File: src/shared/ibr_consts.vh
`ifndef IBR_CONSTS_VH
`define IBR_CONSTS_VH
// ----------------------------------------------------------------
// Register offsets (byte addresses)
// ----------------------------------------------------------------
`define IBR_OFF_CTRL     12'h000
`define IBR_OFF_STATUS   12'h004
`define IBR_OFF_IRQ      12'h008
`define IBR_OFF_CFG      12'h00c
`define IBR_OFF_TXDATA   12'h010
// ----------------------------------------------------------------
// Control bits
// ----------------------------------------------------------------
`define IBR_CTRL_JOIN_REQ 0
`define IBR_CTRL_IBI_REQ  1
`define IBR_CTRL_TX_RST   2
`define IBR_CTRL_ACTIVE   3
// ----------------------------------------------------------------
// Interrupt status bits
// ----------------------------------------------------------------
`define IBR_IRQ_JOIN_GEN  0
`define IBR_IRQ_JOIN_DONE 1
`define IBR_IRQ_JOIN_NACK 2
`define IBR_IRQ_IBI_GEN   3
`define IBR_IRQ_IBI_DONE  4
`define IBR_IRQ_IBI_NACK  5
`define IBR_IRQ_PAYLD_TRM 6
`define IBR_IRQ_WIDTH     7
// ----------------------------------------------------------------
// Bus constants and reset values
// ----------------------------------------------------------------
`define IBR_JOIN_ADDR     7'h02
`define IBR_BCAST_ADDR    7'h7e
`define IBR_PEND_MDB      3'b101
`define IBR_RETRY_RESET   4'h3
`define IBR_MAXPLD_RESET  8'h08
`define IBR_DYNADDR_RESET 7'h08
`define IBR_QBIT_CYCLES   4'h4
`endif

File: src/hdl/ibr_txmem.v
`timescale 1ns/100ps
// ----------------------------------------------------------------
// Transmit FIFO with registered read data
// ----------------------------------------------------------------
module ibr_txmem #(
  parameter DEPTH_LOG2 = 4
) (
  input  wire       clk,
  input  wire       rstn,
  input  wire       flush,
  input  wire       wr_en,
  input  wire [7:0] wr_data,
  input  wire       rd_en,
  output reg  [7:0] rd_data,
  output wire       empty,
  output wire       full
);
  reg [7:0]          mem [0:(1<<DEPTH_LOG2)-1];
  reg [DEPTH_LOG2:0] wptr;
  reg [DEPTH_LOG2:0] rptr;

  assign empty = (wptr == rptr);
  assign full  = (wptr[DEPTH_LOG2] != rptr[DEPTH_LOG2]) &&
                 (wptr[DEPTH_LOG2-1:0] == rptr[DEPTH_LOG2-1:0]);

  always @(posedge clk) begin
    if (wr_en && !full) begin
      mem[wptr[DEPTH_LOG2-1:0]] <= wr_data;
    end
  end

  always @(posedge clk or negedge rstn) begin
    if (!rstn) begin
      wptr    <= {(DEPTH_LOG2+1){1'b0}};
      rptr    <= {(DEPTH_LOG2+1){1'b0}};
      rd_data <= 8'h00;
    end else if (flush) begin
      wptr <= {(DEPTH_LOG2+1){1'b0}};
      rptr <= {(DEPTH_LOG2+1){1'b0}};
    end else begin
      if (wr_en && !full) begin
        wptr <= wptr + 1'b1;
      end
      if (rd_en && !empty) begin
        rd_data <= mem[rptr[DEPTH_LOG2-1:0]];
        rptr    <= rptr + 1'b1;
      end
    end
  end
endmodule // ibr_txmem

File: src/hdl/ibr_request.v
// Our own choices: the register offsets and the APB register port.
`timescale 1ns/100ps
`include "ibr_consts.vh"
module ibr_request #(
  parameter JOIN_CAPABLE = 1,
  parameter IBI_CAPABLE  = 1,
  parameter FIFO_LOG2    = 4
) (
  input  wire        clk,
  input  wire        rstn,
  input  wire        psel,
  input  wire        penable,
  input  wire        pwrite,
  input  wire [11:0] paddr,
  input  wire [31:0] pwdata,
  output reg  [31:0] prdata,
  output wire        pready,
  output wire        pslverr,
  input  wire        scl_in,
  input  wire        sda_in,
  output reg         sda_out,
  output reg         sda_oe,
  input  wire        bus_idle,
  input  wire        bus_available,
  input  wire        join_permitted_flag,
  input  wire        interrupt_permitted_flag,
  input  wire        payload_capable,
  input  wire        dyn_addr_valid,
  input  wire        private_read_done,
  output reg         pending_read_active,
  output reg         await_dyn_addr
);
  // ----------------------------------------------------------------
  // States
  // ----------------------------------------------------------------
  localparam [6:0] S_IDLE = 7'h01;
  localparam [6:0] S_SLOW = 7'h02;
  localparam [6:0] S_ADDR = 7'h04;
  localparam [6:0] S_ACK  = 7'h08;
  localparam [6:0] S_DATA = 7'h10;
  localparam [6:0] S_TBIT = 7'h20;
  localparam [6:0] S_END  = 7'h40;

  reg [6:0]  state;
  reg        join_request_bit;
  reg        ibi_req;
  reg        active_mode;
  reg [3:0]  request_retry_limit;
  reg [7:0]  max_payload;
  reg [6:0]  dyn_addr;
  reg [`IBR_IRQ_WIDTH-1:0] irq;
  reg        i3c_bus_seen;
  reg        is_join;
  reg [3:0]  nack_count;
  reg [7:0]  shreg;
  reg [3:0]  bitcnt;
  reg [7:0]  sent;
  reg        scl_d;
  reg        sda_d;
  reg        pend_mdb;
  reg        fifo_rd;
  reg        fifo_ld;
  reg        rd_hit;
  reg [`IBR_IRQ_WIDTH-1:0] irq_set;

  wire       fifo_empty;
  wire       fifo_full;
  wire [7:0] fifo_data;

  // ----------------------------------------------------------------
  // Bus condition detection
  // ----------------------------------------------------------------
  wire start_det = scl_in && sda_d && !sda_in;
  wire stop_det  = scl_in && !sda_d && sda_in;
  wire scl_rise  = scl_in && !scl_d;
  wire scl_fall  = !scl_in && scl_d;

  wire join_en = (JOIN_CAPABLE != 0);
  wire ibi_en  = (IBI_CAPABLE != 0);

  // Own header byte: address then direction bit
  function [7:0] hdr_byte;
    input jn;
    input [6:0] da;
    begin
      hdr_byte = jn ? {`IBR_JOIN_ADDR, 1'b0} : {da, 1'b1};
    end
  endfunction

  // ----------------------------------------------------------------
  // APB slave
  // ----------------------------------------------------------------
  wire wr_acc = psel && penable && pwrite;
  wire rd_acc = psel && !penable && !pwrite;
  wire known  = (paddr == `IBR_OFF_CTRL) || (paddr == `IBR_OFF_STATUS) ||
                (paddr == `IBR_OFF_IRQ) || (paddr == `IBR_OFF_CFG) ||
                (paddr == `IBR_OFF_TXDATA);
  assign pready  = 1'b1;
  assign pslverr = psel && penable && !known;
  wire tx_wr = wr_acc && (paddr == `IBR_OFF_TXDATA);
  wire ctl_wr = wr_acc && (paddr == `IBR_OFF_CTRL);
  wire tx_rst = ctl_wr && pwdata[`IBR_CTRL_TX_RST];

  always @(posedge clk or negedge rstn) begin
    if (!rstn) begin
      prdata <= 32'h00000000;
    end else if (rd_acc) begin
      case (paddr)
        `IBR_OFF_CTRL:   prdata <= {28'h0000000, active_mode, 1'b0,
                                    ibi_req, join_request_bit};
        `IBR_OFF_STATUS: prdata <= {19'h00000, nack_count, state,
                                    pending_read_active, i3c_bus_seen};
        `IBR_OFF_IRQ:    prdata <= {25'h0000000, irq};
        `IBR_OFF_CFG:    prdata <= {9'h000, dyn_addr, max_payload,
                                    4'h0, request_retry_limit};
        default:         prdata <= 32'h00000000;
      endcase
    end
  end

  // ----------------------------------------------------------------
  // Transmit FIFO
  // ----------------------------------------------------------------
  ibr_txmem #(.DEPTH_LOG2(FIFO_LOG2)) u_txmem (
    .clk     (clk),
    .rstn    (rstn),
    .flush   (tx_rst),
    .wr_en   (tx_wr),
    .wr_data (pwdata[7:0]),
    .rd_en   (fifo_rd),
    .rd_data (fifo_data),
    .empty   (fifo_empty),
    .full    (fifo_full)
  );

  // ----------------------------------------------------------------
  // Request engine
  // ----------------------------------------------------------------
  wire join_go = join_en && join_request_bit && (i3c_bus_seen || active_mode);
  wire ibi_go  = ibi_en && ibi_req && dyn_addr_valid &&
                 !(pending_read_active && !fifo_empty &&
                   fifo_data[7:5] == `IBR_PEND_MDB);
  wire retry_hit = (nack_count + 4'h1) >= request_retry_limit;

  always @(posedge clk or negedge rstn) begin
    if (!rstn) begin
      state        <= S_IDLE;
      i3c_bus_seen <= 1'b0;
      is_join      <= 1'b0;
      nack_count   <= 4'h0;
      shreg        <= 8'h00;
      bitcnt       <= 4'h0;
      sent         <= 8'h00;
      scl_d        <= 1'b1;
      sda_d        <= 1'b1;
      sda_out      <= 1'b1;
      sda_oe       <= 1'b0;
      pend_mdb     <= 1'b0;
      fifo_rd      <= 1'b0;
      fifo_ld      <= 1'b0;
      rd_hit       <= 1'b0;
      irq_set      <= {`IBR_IRQ_WIDTH{1'b0}};
      pending_read_active <= 1'b0;
      await_dyn_addr      <= 1'b0;
    end else begin
      scl_d   <= scl_in;
      sda_d   <= sda_in;
      fifo_rd <= 1'b0;
      // FIFO read data is registered: load the byte one cycle later
      fifo_ld <= fifo_rd;
      rd_hit  <= fifo_rd && !fifo_empty;
      irq_set <= {`IBR_IRQ_WIDTH{1'b0}};
      if (private_read_done) begin
        pending_read_active <= 1'b0;
      end
      if (dyn_addr_valid) begin
        await_dyn_addr <= 1'b0;
      end
      case (state)
        S_IDLE: begin
          sda_oe <= 1'b0;
          if ((join_go || ibi_go) && active_mode &&
              (bus_idle || bus_available)) begin
            sda_oe  <= 1'b1;
            sda_out <= 1'b0;
            is_join <= join_go;
            state   <= S_SLOW;
          end else if ((join_go || ibi_go) && start_det) begin
            is_join <= join_go;
            shreg   <= hdr_byte(join_go, dyn_addr);
            bitcnt  <= 4'h0;
            state   <= S_ADDR;
          end
        end
        S_SLOW: begin
          if (scl_fall) begin
            shreg  <= hdr_byte(is_join, dyn_addr);
            bitcnt <= 4'h0;
            state  <= S_ADDR;
          end
        end
        S_ADDR: begin
          if (!scl_in) begin
            sda_oe  <= !shreg[7];
            sda_out <= 1'b0;
          end
          if (scl_rise) begin
            if (shreg[7] && !sda_in) begin
              sda_oe <= 1'b0;
              state  <= S_IDLE;
            end else if (bitcnt == 4'h7) begin
              irq_set[is_join ? `IBR_IRQ_JOIN_GEN
                              : `IBR_IRQ_IBI_GEN] <= 1'b1;
              state <= S_ACK;
            end else begin
              shreg  <= {shreg[6:0], 1'b1};
              bitcnt <= bitcnt + 4'h1;
            end
          end
        end
        S_ACK: begin
          if (!scl_in) begin
            sda_oe <= 1'b0;
          end
          if (scl_rise) begin
            if (sda_in) begin
              nack_count <= retry_hit ? 4'h0 : nack_count + 4'h1;
              if (is_join) begin
                irq_set[`IBR_IRQ_JOIN_NACK] <= 1'b1;
                irq_set[`IBR_IRQ_JOIN_DONE] <= retry_hit;
              end else begin
                irq_set[`IBR_IRQ_IBI_NACK] <= 1'b1;
                irq_set[`IBR_IRQ_IBI_DONE] <= retry_hit;
              end
              state <= S_END;
            end else begin
              nack_count <= 4'h0;
              sent       <= 8'h00;
              if (is_join) begin
                irq_set[`IBR_IRQ_JOIN_DONE] <= 1'b1;
                await_dyn_addr <= !dyn_addr_valid;
                state <= S_END;
              end else if (!payload_capable) begin
                irq_set[`IBR_IRQ_IBI_DONE] <= 1'b1;
                state <= S_END;
              end else begin
                fifo_rd  <= 1'b1;
                pend_mdb <= 1'b1;
                bitcnt   <= 4'h0;
                state    <= S_DATA;
              end
            end
          end
        end
        S_DATA: begin
          // Empty FIFO sends all ones
          if (fifo_ld) begin
            shreg    <= rd_hit ? fifo_data : 8'hff;
            pend_mdb <= pend_mdb && rd_hit &&
                        (fifo_data[7:5] == `IBR_PEND_MDB);
          end
          if (!scl_in && !fifo_rd && !fifo_ld) begin
            sda_oe  <= 1'b1;
            sda_out <= shreg[7];
          end
          if (scl_rise) begin
            if (bitcnt == 4'h7) begin
              if (pend_mdb) begin
                pending_read_active <= 1'b1;
              end
              pend_mdb <= 1'b0;
              sent     <= sent + 8'h01;
              state    <= S_TBIT;
            end else begin
              shreg  <= {shreg[6:0], 1'b1};
              bitcnt <= bitcnt + 4'h1;
            end
          end
        end
        S_TBIT: begin
          if (!scl_in) begin
            sda_oe  <= 1'b1;
            sda_out <= !((sent >= max_payload) || fifo_empty);
          end
          if (scl_rise) begin
            sda_oe <= 1'b0;
            if ((sent >= max_payload) || fifo_empty) begin
              irq_set[`IBR_IRQ_IBI_DONE] <= 1'b1;
              state <= S_END;
            end else if (!sda_in) begin
              irq_set[`IBR_IRQ_IBI_DONE]  <= 1'b1;
              irq_set[`IBR_IRQ_PAYLD_TRM] <= 1'b1;
              state <= S_END;
            end else begin
              fifo_rd <= 1'b1;
              bitcnt  <= 4'h0;
              state   <= S_DATA;
            end
          end
        end
        S_END: begin
          sda_oe <= 1'b0;
          if (stop_det || start_det || bus_idle) begin
            state <= S_IDLE;
          end
        end
        default: begin
          state <= S_IDLE;
        end
      endcase
      if (state == S_IDLE && scl_rise && bitcnt == 4'h7 &&
          shreg[6:0] == `IBR_BCAST_ADDR) begin
        i3c_bus_seen <= 1'b1;
      end
      // Header monitor must not clobber a request launched at START
      if (state == S_IDLE && !(start_det && (join_go || ibi_go))) begin
        if (start_det) begin
          bitcnt <= 4'h0;
          shreg  <= 8'h00;
        end else if (scl_rise && bitcnt != 4'h8) begin
          shreg  <= {shreg[6:0], sda_in};
          bitcnt <= bitcnt + 4'h1;
        end
      end
    end
  end

  // ----------------------------------------------------------------
  // Control and status registers
  // ----------------------------------------------------------------
  wire req_done_j = irq_set[`IBR_IRQ_JOIN_DONE];
  wire req_done_i = irq_set[`IBR_IRQ_IBI_DONE];

  always @(posedge clk or negedge rstn) begin
    if (!rstn) begin
      join_request_bit    <= 1'b0;
      ibi_req             <= 1'b0;
      active_mode         <= 1'b0;
      request_retry_limit <= `IBR_RETRY_RESET;
      max_payload         <= `IBR_MAXPLD_RESET;
      dyn_addr            <= `IBR_DYNADDR_RESET;
      irq                 <= {`IBR_IRQ_WIDTH{1'b0}};
    end else begin
      if (ctl_wr) begin
        join_request_bit <= pwdata[`IBR_CTRL_JOIN_REQ] && join_en
                            && join_permitted_flag;
        ibi_req <= pwdata[`IBR_CTRL_IBI_REQ] && ibi_en
                   && interrupt_permitted_flag;
        active_mode <= pwdata[`IBR_CTRL_ACTIVE];
      end else begin
        if (req_done_j) begin
          join_request_bit <= 1'b0;
        end
        if (req_done_i) begin
          ibi_req <= 1'b0;
        end
      end
      if (wr_acc && paddr == `IBR_OFF_CFG) begin
        request_retry_limit <= pwdata[3:0];
        max_payload         <= pwdata[15:8];
        dyn_addr            <= pwdata[22:16];
      end
      // Write one to clear; a new event in the same cycle wins
      if (wr_acc && paddr == `IBR_OFF_IRQ) begin
        irq <= (irq & ~pwdata[`IBR_IRQ_WIDTH-1:0]) | irq_set;
      end else begin
        irq <= irq | irq_set;
      end
    end
  end
endmodule // ibr_request

File: config.mk
export PLATFORM = sky130hd
export DESIGN_NAME = ibr_request
export DESIGN_NICKNAME = d
export VERILOG_FILES = /design/src/hdl/ibr_txmem.v /design/src/hdl/ibr_request.v
export VERILOG_INCLUDE_DIRS = /design/src /design/src/shared
export SDC_FILE = /design/constraint.sdc
export NUM_CORES = 1
export LEC_CHECK = 0
export ABC_AREA = 1
export BUFFER_PORTS_ARGS = -buffer_cell sky130_fd_sc_hd__buf_2
export CORE_ASPECT_RATIO = 2
export CORE_MARGIN = 10
export CORE_UTILIZATION = 55
export CTS_CLUSTER_DIAMETER = 120
export DETAILED_ROUTE_END_ITERATION = 8
export PLACE_DENSITY = 0.76
export SLEW_MARGIN = 20
export SYNTH_ARGS = -nofsm -noshare
export SYNTH_HDL_FRONTEND = slang
export SYNTH_SLANG_ARGS = --single-unit
File: constraint.sdc
create_clock -name clk -period 4.2 [get_ports clk]
set_input_delay 0.42 -clock clk [delete_from_list [all_inputs] [get_ports clk]]
set_output_delay 0.42 -clock clk [all_outputs]
set_load 0.005 [all_outputs]
### After elaboration in Yosys (flattened, before gate mapping)

Memory sizes are Yosys's and may differ from the RTL's. A register that Yosys moved wholly into a read port is not among the register bits.
Index checks and enable logic that the tools add are counted.

* register bits after elaboration: 121
* RAM bits: 128
* bits of input ports: 58
* output and inout port bits: 38
* logic and storage cells: 302
* memories: 1

Memories
* u_txmem.mem: words 16, bits a word 8, read ports 1, clocked after memory_dff 1, write ports 1, RTL line ibr_txmem.v:18 `reg [7:0] mem [0:(1<<DEPTH_LOG2)-1];`

* $add $sub $neg: 5
* order comparisons: 4
* equality and inequality tests: 36
* multiplexer cells: 139
* bitwise logic cells: 5
* reduce and logical (&&, ||, !) cells: 84

Operators with widths (number)
* $mux 8: 19
* $mux 7: 20
* $pmux 23 s4: 1
* $mux 4: 19
* $mux 1: 58
* $pmux 7 s7: 1
* $logic_and 1x1->1: 40
* $pmux 8 s4: 1
* $ne 2x2->1 const B: 15
* $eq 12x4->1 const B: 2
* $pmux 4 s6: 1
* $mux 5: 4
* $logic_not 1->1: 17
* $pmux 8 s2: 1
* $reduce_and 5->1: 3
* $eq 7x7->1 const B: 2
* $or 7x7->7: 2
* $eq 12x3->1 const B: 1
* $eq 12x5->1 const B: 1
* $logic_not 12->1: 1
* $reduce_bool 2->1: 6
* $add 5x1->5 const B: 2
* $logic_or 1x1->1: 10
* $mux 2: 5
* other kinds (34): 41

### Longest topological paths before layout

* word-level depth: 14
* depth in mapped cells: 16
* mapped depth without buffers: 15

### Cells and area by module

Synthesis repeated with hierarchy kept, for this count alone.

* cells, all modules: 1577
* area, all modules: 13167.6 um2

Modules (own cells, without submodules)
* ibr_txmem: instances 1, cells each 704, area an instance 6742.7 um2, seq. area each 4294.1 um2
* ibr_request: instances 1, cells each 873, area an instance 6424.9 um2, seq. area each 2562.5 um2

### Worst setup path before layout

OpenSTA, ideal clock, no wires.

* path kind: input port to flip-flop
* from: in paddr[1]
* to: mem u_txmem.mem[11][0], enable pin
* library setup time: 0.370 ns
* arrival time: 1.729 ns
* required time: 3.830 ns
* setup slack: 2.100 ns
* cell stages on the path: 8
* path buffers: 0
* path through: or2_4 nor3_2 nand3_1 inv_1 nand3_2 nor2_1 nand2_1 nor2_1

* word-level cells in the longest chain between the ends: 5

Ends and longest elaborated chain
* from (decl): RTL line ibr_request.v:14 `input wire [11:0] paddr,`
* $eq 12x5->1 (no source line)
* $logic_and 1x1->1: RTL line ibr_request.v:100 `` wire tx_wr = wr_acc && (paddr == `IBR_OFF_TXDATA); ``
* $logic_and 1x1->1: RTL line ibr_txmem.v:27 `if (wr_en && !full) begin`
* $mux 1: RTL line ibr_txmem.v:27
* $mux 1 (not written as such): RTL line ibr_txmem.v:28 `mem[wptr[DEPTH_LOG2-1:0]] <= wr_data;`
* to (decl): RTL line ibr_txmem.v:18

Every way passes these cells.

### Worst setup path in the final report

* from: reg u_txmem.rptr[1]
* to: mem u_txmem.mem[2][2], enable pin

* word-level cells in the longest chain between the ends: 6

Ends and longest elaborated chain
* from (decl): RTL line ibr_txmem.v:20 `reg [DEPTH_LOG2:0] rptr;`
* from (signal assigned): RTL line ibr_txmem.v:35 `rptr <= {(DEPTH_LOG2+1){1'b0}};`
* from (signal assigned): RTL line ibr_txmem.v:39 `rptr <= {(DEPTH_LOG2+1){1'b0}};`
* from (signal assigned): RTL line ibr_txmem.v:46 `rptr <= rptr + 1'b1;`
* $eq 4x4->1: RTL line ibr_txmem.v:24 `(wptr[DEPTH_LOG2-1:0] == rptr[DEPTH_LOG2-1:0]);`
* $logic_and 1x1->1: RTL line ibr_txmem.v:23 `assign full = (wptr[DEPTH_LOG2] != rptr[DEPTH_LOG2]) &&`
* $logic_not 1->1: RTL line ibr_txmem.v:27
* $logic_and 1x1->1: RTL line ibr_txmem.v:27
* $mux 1: RTL line ibr_txmem.v:27
* $mux 1 (not written as such): RTL line ibr_txmem.v:28

Every way passes these cells.

==> summary.md <==
| Metric | Value |
|---|---|
| Unrepaired setup endpoints after global routing | false |
| Yosys top cell area share | 31.07% |
| WL met2 | 18870 um |
| Setup Skew | 0.01738 ns |
| TritonCTS buffer count | 23 |
| Worst R2R End | u_txmem.mem[2][2] |
| Clock Latency Late Sink | 0.53 ns |
| I/O pins | 96 |
| Max VDD drop | 0.3536 mV |
| Area growth syn-to-layout | 10.09% |
| Worst setup EP type | flip-flop |
| Clock Power Share | 31.2% |
| Via count | 9872 |
| Die area | 0.02926 mm2 |
| Post-Synthesis Cell Area | 0.01237 mm2 |
| Routed len/inst | 20.53 um |
| Number of synthesized flops with an enable pin | 128 |
| Overall routing resource usage | 22.96% |
| Initial Util | 55.83% |
| Sw frac | 34.34% |
| Worst hold path endpoint | await_dyn_addr |
| Yosys warning count | 0 |
| Residual DRC count | 0 |
| Wl on met1 | 11570 um |
| Final hold slack | 0.04563 ns |
| Sequential share of power | 43.2% |
| Sw Pwr | 2.324 mW |
| Seq cells post-synth | 248 |
| Clock slew at reported path FFs | 0.07 ns |
| Lkg Pwr | 5.790 nW |
| Final setup TNS | 0 ns |
| Syn avg cell area | 9.358 um2 |
| Row count | 77 |
| Routed Antenna Nets | 0 |
| Fin crit share | 72.81% |
| Clock sink count | 248 |
| Root Driver | clkbuf_16 |
| Max layer used | met4 |
| Reg2Reg Depth | 9 |
| RR Startpoint | u_txmem.rptr[1] |
| Post-DP HPWL | 24780 um |
| Antenna violations before repair | 0 |
| Antenna cells | 0 |
| Nets | 1459 |
| Vias in the first global route | 10040 |
| CP Class | flip-flop to flip-flop |
| Most frequent cell after synthesis | nand2_1 |
| Peak Freq | 327.0 MHz |
| CTS Buffer Depth | 3 |
| Die height | 232.1 um |
| Combinational Power Share | 25.6% |
| Hold wc startpoint | dyn_addr_valid |
| Max Cap Viol | 0 |
| Final Max Tran Viols | 0 |
| Most frequent cells after synthesis | nand2_1, edfxtp_1, dfrtp_1, inv_1, o21ai_0 |
| Total power | 6.768 mW |
| Ys async rst share | 48.39% |
| Dpl cells | 1630 |
| CTS tree | done |
| Startpoint types | flip-flop |
| Non-Filler Cell Area, Final | 0.01362 mm2 |
| Unique masters post-synth | 61 |
| Most used flip-flop cell after synthesis | edfxtp_1 |
| CP max FO | 20 |
| Tightest Pin Transition | 0.9827 ns |
| Met3 Wirelength | 1897 um |
| Finished Layout Cells | 1672 |
| Mapped Cells | 1322 |
| Port Buffer Count | 76 |
| Reg-to-reg slack, setup | 1.14 ns |
| First-pass DRT Iterations | 7 |
| GR Overflow Total | 0 |
| Synth area leaders | edfxtp_1, dfrtp_1, nand2_1, o21ai_0, nand3_1 |
| Relative slew slack | 34.24% |
| DRT iter0 DRCs | 857 |
| Internal | 4.444 mW |
| Number of setup violations in the final report | 0 |
| Worst Hold Path Cells | 2 |
| Hold Crit Class | input pin to flip-flop |
| Vias per inst | 5.904 |
| Crit path time final | 3.058 ns |
| Placed inst area | 0.01287 mm2 |
| Cell taking the most area after synthesis | edfxtp_1 |
| Status | finished, final reports clean |
| Seq/Total Area, Yosys | 55.42% |
| Worst Path Required | 4.34 ns |
| Final estimated routing congestion in global placement | 1.021 |
| Die Width | 126.1 um |
| Drt total wl | 34330 um |
| Layout cells sized above 1 | 14.33% |
| First-pass GRT wire length | 53610 um |
| Largest net degree at the start of global routing | 66 |
| CP arrival | 3.20 ns |
| Number of H-tree levels | 1 |
| Endpoints failing hold | 0 |
| Core area | 0.02216 mm2 |
| Power per cell area | 496.9 mW/mm2 |
-- timing repair --
item | CTS | global route
hold buffers | 1 | 0
setup buffers | 0 | 0
gates resized for setup | 0 | 0
endpoints found under the hold margin | 52 | 0
-- area by class of cell --
type	count	area, um2
clock inverters	14	148.9
fillers	1812	8538
well taps	276	345.3
repair buffers	87	467.9
flip-flops and latches	248	6858
multi-input cells	884	4697
clock buffers	27	590.6
inverters	136	513.0
-- logic make-up after synthesis --
logic type	after synthesis	synth area share (%)
fa+ha+maj	21	2.124
simple gates	555	20.47
compound gates	273	12.94
flops	248	55.42
other cells	2	0.06070
buf+inv	198	6.857
mux	17	1.568
xor+xnor	8	0.5664
-- metal layers --
| layer | vias to the layer above | GRT usage, % |
|---|---|---|
| li1 | 4644 | - |
| met5 | - | 0 |
| met3 | 122 | 3.384 |
| met4 | 0 | 14.15 |
| met2 | 417 | 43.70 |
| met1 | 4689 | 22.41 |
-- metrics by stage --
step                setup slack, ns  util, %
CTS                           1.139    61.47
floorplan                     2.100        -
detailed placement            1.170    58.09
global placement              1.271    58.09
finish                        1.142    61.47
global route                 0.9746    61.47
-- layout by cell type, fill, tap and decap left out, types with 4 or more instances in the layout --
master and count:
clkbuf_1 4, o21ai_0 112, a221oi_1 9, o211ai_1 10, nand3_1 93, clkbuf_16 23
clkinv_1 7, edfxtp_1 128, nand2_2 9, buf_2 75, nor2_2 14, ha_1 21
nor2_4 6, xor2_1 6, nor3_1 16, a21oi_1 50, a31oi_1 10, o21ai_1 14
nand3_2 5, mux2_1 12, clkinvlp_2 6, dfrtp_1 111, o221ai_1 9, nor2_1 110
o22ai_1 30, conb_1 10, nand2_1 265, nand4_1 18, inv_1 112, inv_2 19
buf_4 11, o31ai_1 13, dfstp_2 8
-- worst max-delay path by stage --
stage          slack (ns)                 end             from
2_1_floorplan        2.10  u_txmem.mem[11][0]         paddr[1]
3_3_place_gp         1.27   u_txmem.mem[2][2]  u_txmem.rptr[1]
3_5_place_dp         1.17   u_txmem.mem[2][2]  u_txmem.rptr[1]
4_1_cts              1.14   u_txmem.mem[2][2]  u_txmem.rptr[1]
5_1_grt              0.97   u_txmem.mem[2][2]  u_txmem.rptr[1]
6_report             1.14   u_txmem.mem[2][2]  u_txmem.rptr[1]
-- registers in the layout, indices dropped and copies added (netlist names), 4 cells and up --
signal               cells
u_txmem.mem            128
prdata                  23
max_payload              8
sent                     8
shreg                    8
u_txmem.rd_data          8
dyn_addr                 7
irq                      7
irq_set                  7
state                    7
u_txmem.rptr             5
u_txmem.wptr             5
bitcnt                   4
nack_count               4
request_retry_limit      4
-- worst max-delay path: stages (launching register included) --
cell and delay [ns]:
dfrtp_1 0.75, inv_4 0.38, nand2_1 0.08, nand2_1 0.07, nor2_1 0.06, nand3b_1 0.10, nand3_2 0.15, inv_1 0.15
nand2_1 0.15, nor2_1 0.77
-- power groups by stage --
stage          combinational (mW)  clock (mW)  sequential, mW
6_report                     1.73        2.11            2.93
5_1_grt                      1.94        2.23            2.94
4_1_cts                      1.71        2.13            2.92
3_5_place_dp                 1.70           0            2.96
3_3_place_gp                 1.65           0            2.96
2_1_floorplan                1.34           0            2.85
Note: power is estimated with default switching activity, not from simulation.
